[src/include/uart_irq_pkg.sv]
// constants and carriers of the dual-channel interrupt identification block
// ---------------------------------------------------------------------------
// Summary of operation
// RULE1: seven priority levels recorded per channel
// RULE2: identification read presents frozen top interrupt
// RULE3: events captured, shown value held during read
// RULE4: bits 7:6 show fifo enable state
// RULE5: bit 5 flags rts/cts rising edge
// RULE6: bit 4 flags xoff or special character
// RULE7: bit 0 high when nothing pending
// RULE8: line status errors, top priority, code 06
// RULE9: receive time-out, priority 2, code 0c
// RULE10: receive data ready, priority 3, code 04
// RULE11: transmit holding empty, priority 4, code 02
// RULE12: modem status change, priority 5, code 00
// RULE13: xoff or special character, priority 6, code 10
// RULE14: rts/cts rise priority 7 code 20; idle 01
// RULE15: line status read clears; source keeps flags
// RULE16: trigger pending until fifo below trigger
// RULE17: time-out raised by timer, cleared by buffer read
// RULE18: holding empty cleared by ident read or write
// RULE19: modem interrupt cleared only by modem read
// RULE20: xoff cleared by ident read, xon, next char
// RULE21: cts rise under auto cts, cleared by reads
// RULE22: rts rise under auto rts, cleared by reads
// RULE23: disabled source never pending nor drives irq
// RULE24: any enabled pending source drives irq
// RULE25: cts, rts, xoff enables need enhanced bit
// RULE26: highest pending shown, then next after clear
// RULE27: each channel has independent logic and irq
// ---------------------------------------------------------------------------
package uart_irq_pkg;
  localparam int NUM_CHAN = 2;              // serial channels
  // register indexes, byte address = chan*32 + index*4
  localparam logic [2:0] IDX_RXBUF = 3'h0;  // rx_buffer_reg / tx_holding_reg
  localparam logic [2:0] IDX_IER   = 3'h1;  // interrupt_enable_reg
  localparam logic [2:0] IDX_IDENT = 3'h2;  // interrupt_ident / fifo_control_reg
  localparam logic [2:0] IDX_EFR   = 3'h3;  // enhanced_feature_reg
  localparam logic [2:0] IDX_LSR   = 3'h5;  // line_status_reg
  localparam logic [2:0] IDX_MSR   = 3'h6;  // modem_status_reg
  // identification codes, bits 5:0
  localparam logic [5:0] ID_LINE = 6'h06;
  localparam logic [5:0] ID_TOUT = 6'h0c;
  localparam logic [5:0] ID_RXDV = 6'h04;
  localparam logic [5:0] ID_THRE = 6'h02;
  localparam logic [5:0] ID_MODM = 6'h00;
  localparam logic [5:0] ID_XOFF = 6'h10;
  localparam logic [5:0] ID_FLOW = 6'h20;
  localparam logic [5:0] ID_NONE = 6'h01;
  localparam logic [1:0] FIFO_ON  = 2'h3;   // bits 7:6 with fifos on
  localparam logic [1:0] FIFO_OFF = 2'h0;   // bits 7:6 with fifos off
  // enable bit positions
  localparam int IER_RXDV = 0;
  localparam int IER_THRE = 1;
  localparam int IER_LINE = 2;
  localparam int IER_MODM = 3;
  localparam int IER_XOFF = 5;
  localparam int IER_RTS  = 6;
  localparam int IER_CTS  = 7;
  localparam int EFR_ENH  = 4;              // enhanced function enable
  localparam int FCR_FIFO = 0;              // fifo enable in control write
  localparam logic [7:0] IER_RST = 8'h00;   // enables after reset
  localparam logic [7:0] EFR_RST = 8'h00;   // enhanced bits after reset

  // per-channel inputs from the source generators (same clock)
  typedef struct packed {
    logic [7:0] lineStatus;   // error bits 4:1 held by receiver
    logic [7:0] modemStatus;  // delta bits 3:0
    logic [7:0] rxData;       // receive buffer head
    logic       rxTrig;       // fill count at or above trigger
    logic       rxTimeout;    // one-cycle time-out pulse
    logic       txEmpty;      // holding register empty level
    logic       xoffSeen;     // xoff received pulse
    logic       specialSeen;  // special character pulse
    logic       xonSeen;      // xon received pulse
    logic       charSeen;     // any character received pulse
    logic       rtsOut;       // rts output level
    logic       autoCts;      // auto cts active
    logic       autoRts;      // auto rts active
  } chanSrc_s;

  // per-channel state
  typedef struct packed {
    logic [7:0] interrupt_enable_reg;
    logic [7:0] enhanced_feature_reg;
    logic       fifoOn;
    logic       lineAck;
    logic [3:0] errPrev;
    logic       tout;
    logic       thre;
    logic       txPrev;
    logic       modem;
    logic       xoff;
    logic       special;
    logic       cts;
    logic       rts;
    logic       ctsMeta;
    logic       ctsSync;
    logic       ctsPrev;
    logic       rtsPrev;
    logic       irq;
  } chan_s;
endpackage : uart_irq_pkg
[src/core/uart_interrupt_identify.sv]
// two-channel interrupt prioritisation and identification with avalon slave
`timescale 1ns/1ps
module uart_interrupt_identify (
  // clock and reset
  input  wire logic                     sys_clk,
  input  wire logic                     rst_n,
  // avalon-mm slave
  input  wire logic [5:0]               avsAddress,
  input  wire logic                     avsRead,
  input  wire logic                     avsWrite,
  input  wire logic [31:0]              avsWritedata,
  input  wire logic [3:0]               avsByteenable,
  output logic      [31:0]              avsReaddata,
  output logic                          avsWaitrequest,
  // source generators, one entry per channel
  input  wire uart_irq_pkg::chanSrc_s [1:0] srcIn,
  input  wire logic [1:0]               ctsPin,
  // interrupt outputs, one per channel
  output logic      [1:0]               irqOutput
);

  // ---------------------------------------------------------------------------
  // state
  // ---------------------------------------------------------------------------
  typedef struct packed {
    uart_irq_pkg::chan_s [1:0] ch;  // per-channel state
    logic                      busy;  // second cycle of an access
    logic [7:0]                rdata; // captured read data
  } state_s;

  state_s     state;                  // registered state
  state_s     next_state;             // next value
  logic [7:0] identNow [2];           // live identification value
  logic [6:0] pend     [2];           // enabled pending sources
  logic       done;                   // access completes this edge
  logic       first;                  // first cycle of an access
  logic       selCh;                  // addressed channel
  logic [2:0] idx;                    // addressed register index
  logic       aligned;                // low address bits zero

  // ---------------------------------------------------------------------------
  // bus decode
  // ---------------------------------------------------------------------------
  assign selCh   = avsAddress[5];
  assign idx     = avsAddress[4:2];
  assign aligned = (avsAddress[1:0] == 2'h0);
  assign first   = (avsRead | avsWrite) & ~state.busy;
  assign done    = (avsRead | avsWrite) & state.busy;

  // every access stalls one cycle so that the read value is frozen
  assign avsWaitrequest = first;
  assign avsReaddata    = {24'h000000, state.rdata};
  assign irqOutput      = {state.ch[1].irq, state.ch[0].irq};

  // ---------------------------------------------------------------------------
  // next state
  // ---------------------------------------------------------------------------
  always_comb begin
    logic       enh;
    logic       mine;
    logic       rdIdent;
    logic       rdLsr;
    logic       rdMsr;
    logic       rdBuf;
    logic       wrHold;
    logic       wrOk;
    logic [3:0] errRise;
    logic       ctsRise;
    logic       rtsRise;
    logic [5:0] shown;
    enh     = 1'b0;
    mine    = 1'b0;
    rdIdent = 1'b0;
    rdLsr   = 1'b0;
    rdMsr   = 1'b0;
    rdBuf   = 1'b0;
    wrHold  = 1'b0;
    wrOk    = 1'b0;
    errRise = 4'h0;
    ctsRise = 1'b0;
    rtsRise = 1'b0;
    shown   = 6'h00;
    next_state = state;
    next_state.busy = first;

    for (int c = 0; c < uart_irq_pkg::NUM_CHAN; c++) begin
      // gating of the enhanced enables
      // RULE25: enhanced bit gate
      enh = state.ch[c].enhanced_feature_reg[uart_irq_pkg::EFR_ENH];

      // masked sources, status flags keep running underneath
      // RULE23: enable masking
      // RULE15: line errors level
      pend[c][0] = state.ch[c].interrupt_enable_reg[uart_irq_pkg::IER_LINE]
                   & (|srcIn[c].lineStatus[4:1]) & ~state.ch[c].lineAck;
      pend[c][1] = state.ch[c].interrupt_enable_reg[uart_irq_pkg::IER_RXDV] & state.ch[c].tout;
      // RULE16: trigger level pending
      pend[c][2] = state.ch[c].interrupt_enable_reg[uart_irq_pkg::IER_RXDV] & srcIn[c].rxTrig;
      pend[c][3] = state.ch[c].interrupt_enable_reg[uart_irq_pkg::IER_THRE] & state.ch[c].thre;
      pend[c][4] = state.ch[c].interrupt_enable_reg[uart_irq_pkg::IER_MODM] & state.ch[c].modem;
      pend[c][5] = state.ch[c].interrupt_enable_reg[uart_irq_pkg::IER_XOFF] & enh
                   & state.ch[c].xoff;
      pend[c][6] = enh & ((state.ch[c].interrupt_enable_reg[uart_irq_pkg::IER_CTS] & state.ch[c].cts)
                   | (state.ch[c].interrupt_enable_reg[uart_irq_pkg::IER_RTS] & state.ch[c].rts));

      // priority encoder, lowest index wins
      // RULE1: seven level ranking
      // RULE26: highest pending shown
      if (pend[c][0]) begin
        // RULE8: line status code
        shown = uart_irq_pkg::ID_LINE;
      end else if (pend[c][1]) begin
        // RULE9: time-out code
        shown = uart_irq_pkg::ID_TOUT;
      end else if (pend[c][2]) begin
        // RULE10: data ready code
        shown = uart_irq_pkg::ID_RXDV;
      end else if (pend[c][3]) begin
        // RULE11: holding empty code
        shown = uart_irq_pkg::ID_THRE;
      end else if (pend[c][4]) begin
        // RULE12: modem status code
        shown = uart_irq_pkg::ID_MODM;
      end else if (pend[c][5]) begin
        // RULE13: xoff code
        // RULE6: bit 4 flag
        shown = uart_irq_pkg::ID_XOFF;
      end else if (pend[c][6]) begin
        // RULE14: flow edge code
        // RULE5: bit 5 flag
        shown = uart_irq_pkg::ID_FLOW;
      end else begin
        // RULE7: nothing pending
        shown = uart_irq_pkg::ID_NONE;
      end
      // RULE4: fifo status bits
      identNow[c] = {state.ch[c].fifoOn ? uart_irq_pkg::FIFO_ON
                                        : uart_irq_pkg::FIFO_OFF, shown};

      // completing accesses addressed to this channel
      mine    = done & aligned & (selCh == c[0]);
      wrOk    = mine & avsWrite & avsByteenable[0];
      rdIdent = mine & avsRead & (idx == uart_irq_pkg::IDX_IDENT);
      rdLsr   = mine & avsRead & (idx == uart_irq_pkg::IDX_LSR);
      rdMsr   = mine & avsRead & (idx == uart_irq_pkg::IDX_MSR);
      rdBuf   = mine & avsRead & (idx == uart_irq_pkg::IDX_RXBUF);
      wrHold  = wrOk & (idx == uart_irq_pkg::IDX_RXBUF);

      // software registers
      if (wrOk && idx == uart_irq_pkg::IDX_IER) begin
        next_state.ch[c].interrupt_enable_reg = avsWritedata[7:0];
      end
      if (wrOk && idx == uart_irq_pkg::IDX_EFR) begin
        next_state.ch[c].enhanced_feature_reg = avsWritedata[7:0];
      end
      if (wrOk && idx == uart_irq_pkg::IDX_IDENT) begin
        next_state.ch[c].fifoOn = avsWritedata[uart_irq_pkg::FCR_FIFO];
      end

      // line status: ack by read, re-armed by any new error
      // RULE15: line read clears
      errRise = srcIn[c].lineStatus[4:1] & ~state.ch[c].errPrev;
      next_state.ch[c].errPrev = srcIn[c].lineStatus[4:1];
      if (errRise != 4'h0 || srcIn[c].lineStatus[4:1] == 4'h0) begin
        next_state.ch[c].lineAck = 1'b0;
      end else if (rdLsr) begin
        next_state.ch[c].lineAck = 1'b1;
      end

      // receive time-out, set wins over the buffer read
      // RULE17: time-out flag
      if (srcIn[c].rxTimeout) begin
        next_state.ch[c].tout = 1'b1;
      end else if (rdBuf) begin
        next_state.ch[c].tout = 1'b0;
      end

      // holding empty on rising empty level
      // RULE18: holding empty flag
      next_state.ch[c].txPrev = srcIn[c].txEmpty;
      if (srcIn[c].txEmpty && !state.ch[c].txPrev) begin
        next_state.ch[c].thre = 1'b1;
      end else if (wrHold || (rdIdent && state.rdata[5:0] == uart_irq_pkg::ID_THRE)) begin
        next_state.ch[c].thre = 1'b0;
      end

      // modem deltas
      // RULE19: modem flag
      if (srcIn[c].modemStatus[3:0] != 4'h0) begin
        next_state.ch[c].modem = 1'b1;
      end else if (rdMsr) begin
        next_state.ch[c].modem = 1'b0;
      end

      // xoff or special character
      // RULE20: xoff flag
      if (srcIn[c].xoffSeen || srcIn[c].specialSeen) begin
        next_state.ch[c].xoff    = 1'b1;
        next_state.ch[c].special = srcIn[c].specialSeen;
      end else if (rdIdent || srcIn[c].xonSeen
                   || (state.ch[c].special && srcIn[c].charSeen)) begin
        next_state.ch[c].xoff    = 1'b0;
        next_state.ch[c].special = 1'b0;
      end

      // cts pin synchroniser and edge
      next_state.ch[c].ctsMeta = ctsPin[c];
      next_state.ch[c].ctsSync = state.ch[c].ctsMeta;
      next_state.ch[c].ctsPrev = state.ch[c].ctsSync;
      next_state.ch[c].rtsPrev = srcIn[c].rtsOut;
      ctsRise = state.ch[c].ctsSync & ~state.ch[c].ctsPrev & srcIn[c].autoCts;
      rtsRise = srcIn[c].rtsOut & ~state.ch[c].rtsPrev & srcIn[c].autoRts;

      // RULE21: cts rising flag
      if (ctsRise) begin
        next_state.ch[c].cts = 1'b1;
      end else if (rdIdent || rdMsr) begin
        next_state.ch[c].cts = 1'b0;
      end
      // RULE22: rts rising flag
      if (rtsRise) begin
        next_state.ch[c].rts = 1'b1;
      end else if (rdIdent || rdMsr) begin
        next_state.ch[c].rts = 1'b0;
      end

      // each channel drives its own output
      // RULE24: irq from pending
      // RULE27: per-channel output
      next_state.ch[c].irq = |pend[c];
    end

    // read data captured in the first cycle and held for the answer
    // RULE2: snapshot on read
    // RULE3: held during access
    if (first && avsRead) begin
      next_state.rdata = 8'h00;
      if (aligned) begin
        case (idx)
          uart_irq_pkg::IDX_RXBUF: next_state.rdata = srcIn[selCh].rxData;
          uart_irq_pkg::IDX_IER:   next_state.rdata = state.ch[selCh].interrupt_enable_reg;
          uart_irq_pkg::IDX_IDENT: next_state.rdata = identNow[selCh];
          uart_irq_pkg::IDX_EFR:   next_state.rdata = state.ch[selCh].enhanced_feature_reg;
          uart_irq_pkg::IDX_LSR:   next_state.rdata = srcIn[selCh].lineStatus;
          uart_irq_pkg::IDX_MSR:   next_state.rdata = srcIn[selCh].modemStatus;
          default:                 next_state.rdata = 8'h00;
        endcase
      end
    end
  end

  // ---------------------------------------------------------------------------
  // registers
  // ---------------------------------------------------------------------------
  always_ff @(posedge sys_clk or negedge rst_n) begin
    if (!rst_n) begin
      state <= '0;
      for (int c = 0; c < uart_irq_pkg::NUM_CHAN; c++) begin
        state.ch[c].interrupt_enable_reg <= uart_irq_pkg::IER_RST;
        state.ch[c].enhanced_feature_reg <= uart_irq_pkg::EFR_RST;
      end
    end else begin
      state <= next_state;
    end
  end

  // ---------------------------------------------------------------------------
  // assertions
  // ---------------------------------------------------------------------------
  for (genvar g = 0; g < 2; g++) begin : gChk
    // read answer equals the value seen at the first cycle
    property p_freeze;
      @(posedge sys_clk) disable iff (!rst_n)
      (first && avsRead && aligned && idx == uart_irq_pkg::IDX_IDENT && selCh == g)
      |=> (avsReaddata[7:0] == $past(identNow[g])) && !avsWaitrequest;
    endproperty
    a_freeze: assert property (p_freeze) else $error("ident read not frozen"); // RULE2

    // after a control write the status bits follow its fifo enable bit
    property p_fifo;
      @(posedge sys_clk) disable iff (!rst_n)
      (done && avsWrite && avsByteenable[0] && aligned && selCh == g
       && idx == uart_irq_pkg::IDX_IDENT)
      |=> identNow[g][7:6] == {2{$past(avsWritedata[0])}};
    endproperty
    a_fifo: assert property (p_fifo) else $error("fifo bits wrong"); // RULE4

    property p_none;
      @(posedge sys_clk) disable iff (!rst_n)
      (pend[g] == 7'h00) == (identNow[g][5:0] == 6'h01);
    endproperty
    a_none: assert property (p_none) else $error("idle code mismatch"); // RULE7

    property p_line;
      @(posedge sys_clk) disable iff (!rst_n)
      pend[g][0] |-> identNow[g][5:0] == 6'h06;
    endproperty
    a_line: assert property (p_line) else $error("line not top"); // RULE8

    property p_tout;
      @(posedge sys_clk) disable iff (!rst_n)
      (srcIn[g].rxTimeout && state.ch[g].interrupt_enable_reg[0] && !pend[g][0])
      |=> identNow[g][5:0] == 6'h0c;
    endproperty
    a_tout: assert property (p_tout) else $error("time-out not shown"); // RULE17

    property p_modem;
      @(posedge sys_clk) disable iff (!rst_n)
      (state.ch[g].modem && !(done && avsRead && idx == uart_irq_pkg::IDX_MSR))
      |=> state.ch[g].modem;
    endproperty
    a_modem: assert property (p_modem) else $error("modem flag lost"); // RULE19

    property p_mask;
      @(posedge sys_clk) disable iff (!rst_n)
      (state.ch[g].interrupt_enable_reg == 8'h00) |-> identNow[g][0] ##1 !irqOutput[g];
    endproperty
    a_mask: assert property (p_mask) else $error("masked source active"); // RULE23

    property p_irq;
      @(posedge sys_clk) disable iff (!rst_n)
      (pend[g] != 7'h00) |=> irqOutput[g];
    endproperty
    a_irq: assert property (p_irq) else $error("irq not raised"); // RULE24

    property p_enh;
      @(posedge sys_clk) disable iff (!rst_n)
      !state.ch[g].enhanced_feature_reg[4] |-> identNow[g][5:4] == 2'h0;
    endproperty
    a_enh: assert property (p_enh) else $error("enhanced source without enable"); // RULE25

    // a holding register write drops the empty flag when no rise competes
    property p_thre;
      @(posedge sys_clk) disable iff (!rst_n)
      (done && avsWrite && avsByteenable[0] && aligned && selCh == g
       && idx == uart_irq_pkg::IDX_RXBUF && state.ch[g].txPrev)
      |=> !state.ch[g].thre;
    endproperty
    a_thre: assert property (p_thre) else $error("empty flag kept after write"); // RULE18

    // xon clears the xoff flag unless a new xoff or special character lands
    property p_xon;
      @(posedge sys_clk) disable iff (!rst_n)
      (srcIn[g].xonSeen && !srcIn[g].xoffSeen && !srcIn[g].specialSeen)
      |=> !state.ch[g].xoff;
    endproperty
    a_xon: assert property (p_xon) else $error("xon left xoff flag set"); // RULE20

    // trigger level shows data ready when nothing higher pends
    property p_trig;
      @(posedge sys_clk) disable iff (!rst_n)
      (srcIn[g].rxTrig && state.ch[g].interrupt_enable_reg[0] && pend[g][1:0] == 2'h0)
      |-> identNow[g][5:0] == 6'h04;
    endproperty
    a_trig: assert property (p_trig) else $error("trigger level not shown"); // RULE16
  end

endmodule : uart_interrupt_identify

[config.mk]
export PLATFORM = sky130hd
export DESIGN_NAME = uart_interrupt_identify
export DESIGN_NICKNAME = d
export VERILOG_FILES = /design/src/include/uart_irq_pkg.sv /design/src/core/uart_interrupt_identify.sv
export SDC_FILE = /design/constraint.sdc
export NUM_CORES = 1
export LEC_CHECK = 0
export BUFFER_PORTS_ARGS = -buffer_cell sky130_fd_sc_hd__buf_4
export CAP_MARGIN = 25
export CORE_UTILIZATION = 38
export DETAILED_ROUTE_END_ITERATION = 8
export SLEW_MARGIN = 0
export SYNTH_ARGS = -nofsm -noshare
export SYNTH_HDL_FRONTEND = slang
export SYNTH_SLANG_ARGS = --single-unit
[constraint.sdc]
create_clock -name sys_clk -period 3.3 [get_ports sys_clk]
set_input_delay 0.495 -clock sys_clk [delete_from_list [all_inputs] [get_ports sys_clk]]
set_output_delay 0.495 -clock sys_clk [all_outputs]
set_load 0.03 [all_outputs]
# [Yosys cells after proc, flatten, opt, wreduce, memory -nomap -nowiden]
# Index checks and enable logic that the tools add are counted.
[totals] ff_bits=79 word_cells=217 output_inout_bits=35 input_bits=116
[op_classes] n_eq_ne=6 reduce_logical=53 order_cmp=2 mux=51 n_bitwise=67
[ops] op="$mux 6" count=14
[ops] op="$mux 35" count=2
[ops] op="$mux 34" count=2
[ops] op="$and 1x1->1" count=51
[ops] op="$pmux 8 s6" count=1
[ops] op="$mux 8" count=4
[ops] op="$reduce_bool 2->1" count=14
[ops] op="$mux 1" count=22
[ops] op="$reduce_bool 4->1" count=4
[ops] op="$reduce_or 7->1" count=2
[ops] op="$logic_and 1x1->1" count=13
[ops] op="$logic_or 1x1->1" count=12
[ops] op="$mux 2" count=6
[ops] op="$and 4x4->4" count=2
[ops] op="$logic_not 4->1" count=2
[ops] op="$not 1->1" count=8
[ops] op="$not 4->4" count=2
[ops] op="$reduce_or 4->1" count=2
[ops] op="$eq 3x2->1 const B" count=2
[ops] op="$eq 3x3->1 const B" count=2
[ops] op="$eq 6x2->1 const B" count=1
[ops] op="$eq 3x1->1 const B" count=1
[ops] op="$logic_not 3->1" count=1
[ops] op="$or 1x1->1" count=3
[ops] op="other kinds (5)" count=6

# [Logic depth before layout (Yosys ltp)]
[logic_depth] depth_word=15 depth_mapped=8 mapped_depth_nobuf=5

# [Least setup slack after synthesis]
# Ideal clock, no wire load.
[synth_timing] path_type="input -> register" from="in avsAddress[1]" to="reg state[71] (netlist bit)" setup_ps=125 path_slack_ps=1400 path_stages=6 n_path_buf=1 required_time_ps=3175 t_arrival_ps=1775 cell_sequence="nor2_2 nand4_1 or2_1 buf_2 nor3_4 mux2_4"
[synth_via] elab_chain_cells=6
[synth_lines] element="start: declaration" line="uart_interrupt_identify.sv:8" rtl="input wire logic [5:0] avsAddress,"
[synth_lines] element="$logic_not 2->1" line="uart_interrupt_identify.sv:46" rtl="assign aligned = (avsAddress[1:0] == 2'h0);"
[synth_lines] element="$and 1x1->1 (2 in a row)" line="uart_interrupt_identify.sv:141" rtl="mine = done & aligned & (selCh == c[0]);"
[synth_lines] element="$and 1x1->1 (2 in a row)" line="uart_interrupt_identify.sv:142" rtl="wrOk = mine & avsWrite & avsByteenable[0];"
[synth_lines] element="$logic_and 1x1->1" line="uart_interrupt_identify.sv:150" rtl="if (wrOk && idx == uart_irq_pkg::IDX_IER) begin"
[synth_lines] element="end signal: assignment" line="uart_interrupt_identify.sv:263" rtl="state <= next_state;"
[synth_lines] element="end: declaration" line="uart_interrupt_identify.sv:31" rtl="state_s state;"
# No other way between the ends.
# A chain may end at the register's enable or synchronous reset.

# [Worst setup path in the final report]
[layout_timing] from="in avsAddress[5]" to="reg state[63] (netlist bit)"
[layout_via] elab_chain_cells=4
[layout_lines] element="$and 1x1->1" line="uart_interrupt_identify.sv:141"
[layout_lines] element="$and 1x1->1 (2 in a row)" line="uart_interrupt_identify.sv:142"
[layout_lines] element="$logic_and 1x1->1" line="uart_interrupt_identify.sv:153" rtl="if (wrOk && idx == uart_irq_pkg::IDX_EFR) begin"
# No other way between the ends.

==> implementation parameters <==
Parameter                              Value

Outcome
  Run status    completed

STA
  Hold Worst Slack    0.2373 ns
  Hold Violations, Final    0
  Period minus WS final    2.063 ns
  Total negative slack    0 ns
  Transition at the pin with the smallest max-transition slack    0.6636 ns
  Normalized max-slew margin    0.5542
  Number of slew-limit violations in the final report    0
  Setup violation total in the final timing report    0
  Max frequency    0.4847 GHz
  RSZ-0062 raised after global routing    false
  Part of the cycle the worst path needs    0.6251
  Clock Skews    0.01055 ns

Min path
  Worst hold stages    1
  Hold Crit Class    primary input to register
  Hold Crit Endpoint    next_state[12]$_DFF_PN0_
  Hold_sp    ctsPin[0]

CTS
  Resized Gates After CTS    0
  Clock tree from TritonCTS    built
  Clock slew seen by the registers of the worst setup and hold paths    0.08 ns
  Clk buf depth    2
  Count of hold buffers inserted by post-cts repair    0
  CTS H-tree depth    3
  Clock latency at the later pin of the worst-skew pair    0.36 ns
  Number of buffers created by CTS    9
  Post-CTS Repair Setup Buffers    0
  Clock Tree Root    sky130_fd_sc_hd__clkbuf_8
  CTS Sinks    79

Logic synthesis
  Largest cells by area after synthesis    sky130_fd_sc_hd__dfrtp_1 47%, sky130_fd_sc_hd__mux2_2 7.2%, sky130_fd_sc_hd__buf_4 6.0%
  Synth cell count leaders    79 x sky130_fd_sc_hd__dfrtp_1, 34 x sky130_fd_sc_hd__buf_4, 27 x sky130_fd_sc_hd__mux2_2, 27 x sky130_fd_sc_hd__nand2_1, 20 x sky130_fd_sc_hd__mux2i_1
  Top FF cell, synth    sky130_fd_sc_hd__dfrtp_1
  Top cell type's share of synthesized area    0.4662
  Number of flops mapped to enable cells by yosys    0
  Cell taking the most area after synthesis    sky130_fd_sc_hd__dfrtp_1
  Number of synthesized register bits    79
  Post-synthesis instance area    0.004240 mm2
  Syn_area_per_cell    11.28 um2
  Share of synthesized area occupied by flip-flops and latches    0.4662
  Count of distinct cell types in the synthesized netlist    65
  Cells after Synth    376
  Most repeated cell in the gate-level netlist after synthesis    sky130_fd_sc_hd__dfrtp_1
  Share of synthesized registers carrying an async set or reset    1.000
  Ys Warns    0

GRT
  Maximum number of pins on one net before global-route repair    80
  Global-route wire length before repair    17.73 mm
  Met3 global-route usage    0.04056
  Number of antenna violations at the first check in global routing    0
  GR Layer Usage met2    0.3352
  Number of global-route vias before repair    3363
  M1 GR Usage    0.2735
  Overflow after GRT    0
  Total track usage    0.2067
  GRT Max-Usage Layer    met2

Setup path
  CP startpoint kind    primary input
  Kind of critical path    primary input to register
  Required arrival time at the worst endpoint    3.54 ns
  Critical register-to-register path startpoint    state[8]$_DFF_PN0_
  Arrival time of the worst setup path    2.30 ns
  Minimum setup slack among reg-to-reg paths    1.28 ns
  Endpoint of the worst register-to-register path    avsReaddata[0]$_DFFE_PN0P_
  Largest fanout on the critical path    33
  Startpoint of the most critical setup path    avsAddress[5]
  Endpoint type of the worst setup path    register
  Path depth of the worst reg2reg path    5

Routing
  Detail Route Antenna Nets    0
  Vias per Instance    5.378
  Post-detailed-route wirelength per cell    18.36 um
  Final routed wirelength across all metal layers    11.22 mm
  Number of DRC markers in iteration 0    173
  Total number of vias    3286
  Total iterations of the first detailed-routing run    4
  Detailed-route DRC error count    0

Placed design
  Final weighted congestion in routability-driven placement    0.8675
  Count of buffers from port buffering    99
  HPWL Detailed    8.478 mm

Layout
  Fill cell total of the finished layout    1025
  N_diodes    0
  Post-Route Utilization    0.4729
  Count of nets after finishing    583
  Area occupied by registers    0.001977 mm2
  Syn-to-layout area delta    20.89%
  Multi-input gate area in the final layout    0.001919 mm2
  Fraction of layout cells with a size suffix above 1    0.3715

Floorplan
  Die extent in y    107.6 um
  Die Footprint    0.01159 mm2
  Standard-cell row count    38
  Die boundary width    107.6 um
  Starting density of the core    0.3912
  Core Box Area    0.01084 mm2
  Top-Level Pins    151

Power and ir drop
  Peak ir drop on the vdd network    0.0001755 V
  Leakage    2.432 nW
  Post-layout total power    2.076 mW
  Power Dens Cells    405.0 mW/mm2

Flow run
  Max-cap violations    0
-- cell type report --
| type | count | share of cell area |
|---|---|---|
| repair buffers | 104 | 0.1567 |
| flip-flops and latches | 79 | 0.3856 |
| multi-input cells | 255 | 0.3744 |
| well taps | 140 | 0.03417 |
| inverters | 18 | 0.01562 |
| clock buffers | 10 | 0.02685 |
| clock inverters | 5 | 0.006590 |
-- cell families (layout without fill, tap and decap cells) --
| kind of cell | after synthesis | after routing | synth area share |
|---|---|---|---|
| simple gates | 89 | 89 | 0.1157 |
| compound gates | 81 | 81 | 0.1366 |
| flops | 79 | 79 | 0.4662 |
| buf+inv | 65 | 137 | 0.1015 |
| mux | 61 | 61 | 0.1791 |
| other cells | 1 | 24 | 0.0008844 |
-- sequential cells by signal, indices dropped and copies added (netlist names) --
name and count:
state 65, avsReaddata 8, next_state 4, irqOutput 2
-- power by group --
part           internal, mW  leakage, nW  switching, mW
combinational         0.168         1.36          0.209
sequential             1.01        0.988         0.0286
clock                 0.289       0.0845          0.368
total                  1.47         2.43          0.605
-- metrics by stage --
step / setup slack [ns] / instance area [um2] / std cells
detailed placement: 0.8453 / 4917 / 594
floorplan: 1.400 / 4327 / 399
global route: 1.122 / 5126 / 611
finish: 1.237 / 5126 / 611
CTS: 1.237 / 5089 / 609
global placement: 0.8542 / 4917 / 594
-- per-layer routing --
metal | vias up | wire [um]
met5 | - | 0
met4 | 0 | 273
met3 | 18 | 768
met2 | 131 | 5361
met1 | 1619 | 4816
li1 | 1518 | -
-- cell usage in the layout, fill, tap and decap left out, types with 6 or more instances in the layout --
cell	count
sky130_fd_sc_hd__a21oi_1	8
sky130_fd_sc_hd__buf_4	102
sky130_fd_sc_hd__clkbuf_8	10
sky130_fd_sc_hd__conb_1	24
sky130_fd_sc_hd__dfrtp_1	79
sky130_fd_sc_hd__inv_1	17
sky130_fd_sc_hd__mux2_2	27
sky130_fd_sc_hd__mux2_4	8
sky130_fd_sc_hd__mux2i_1	20
sky130_fd_sc_hd__mux4_2	6
sky130_fd_sc_hd__nand2_1	27
sky130_fd_sc_hd__nand2b_1	6
sky130_fd_sc_hd__nor2_1	19
sky130_fd_sc_hd__nor4_1	7
sky130_fd_sc_hd__o21ai_0	14
sky130_fd_sc_hd__o22ai_1	13
-- worst max-delay path by stage --
stage	endpoint	slack, ns	cells past startpoint
3_3_place_gp	state[77]$_DFFE_PN0P_	0.85	5
5_1_grt	state[63]$_DFFE_PN0P_	1.12	5
3_5_place_dp	state[77]$_DFFE_PN0P_	0.85	5
4_1_cts	state[72]$_DFFE_PN0P_	1.24	5
2_1_floorplan	state[71]$_DFFE_PN0P_	1.40	6
6_report	state[63]$_DFFE_PN0P_	1.24	5
-- worst max-delay path: stages --
cell and delay, ns:
sky130_fd_sc_hd__buf_4 0.44, sky130_fd_sc_hd__clkinv_8 0.13, sky130_fd_sc_hd__or2_1 0.34, sky130_fd_sc_hd__nor2_2 0.45, sky130_fd_sc_hd__mux2_2 0.40
No activity file was read; power rests on OpenSTA's default activity.
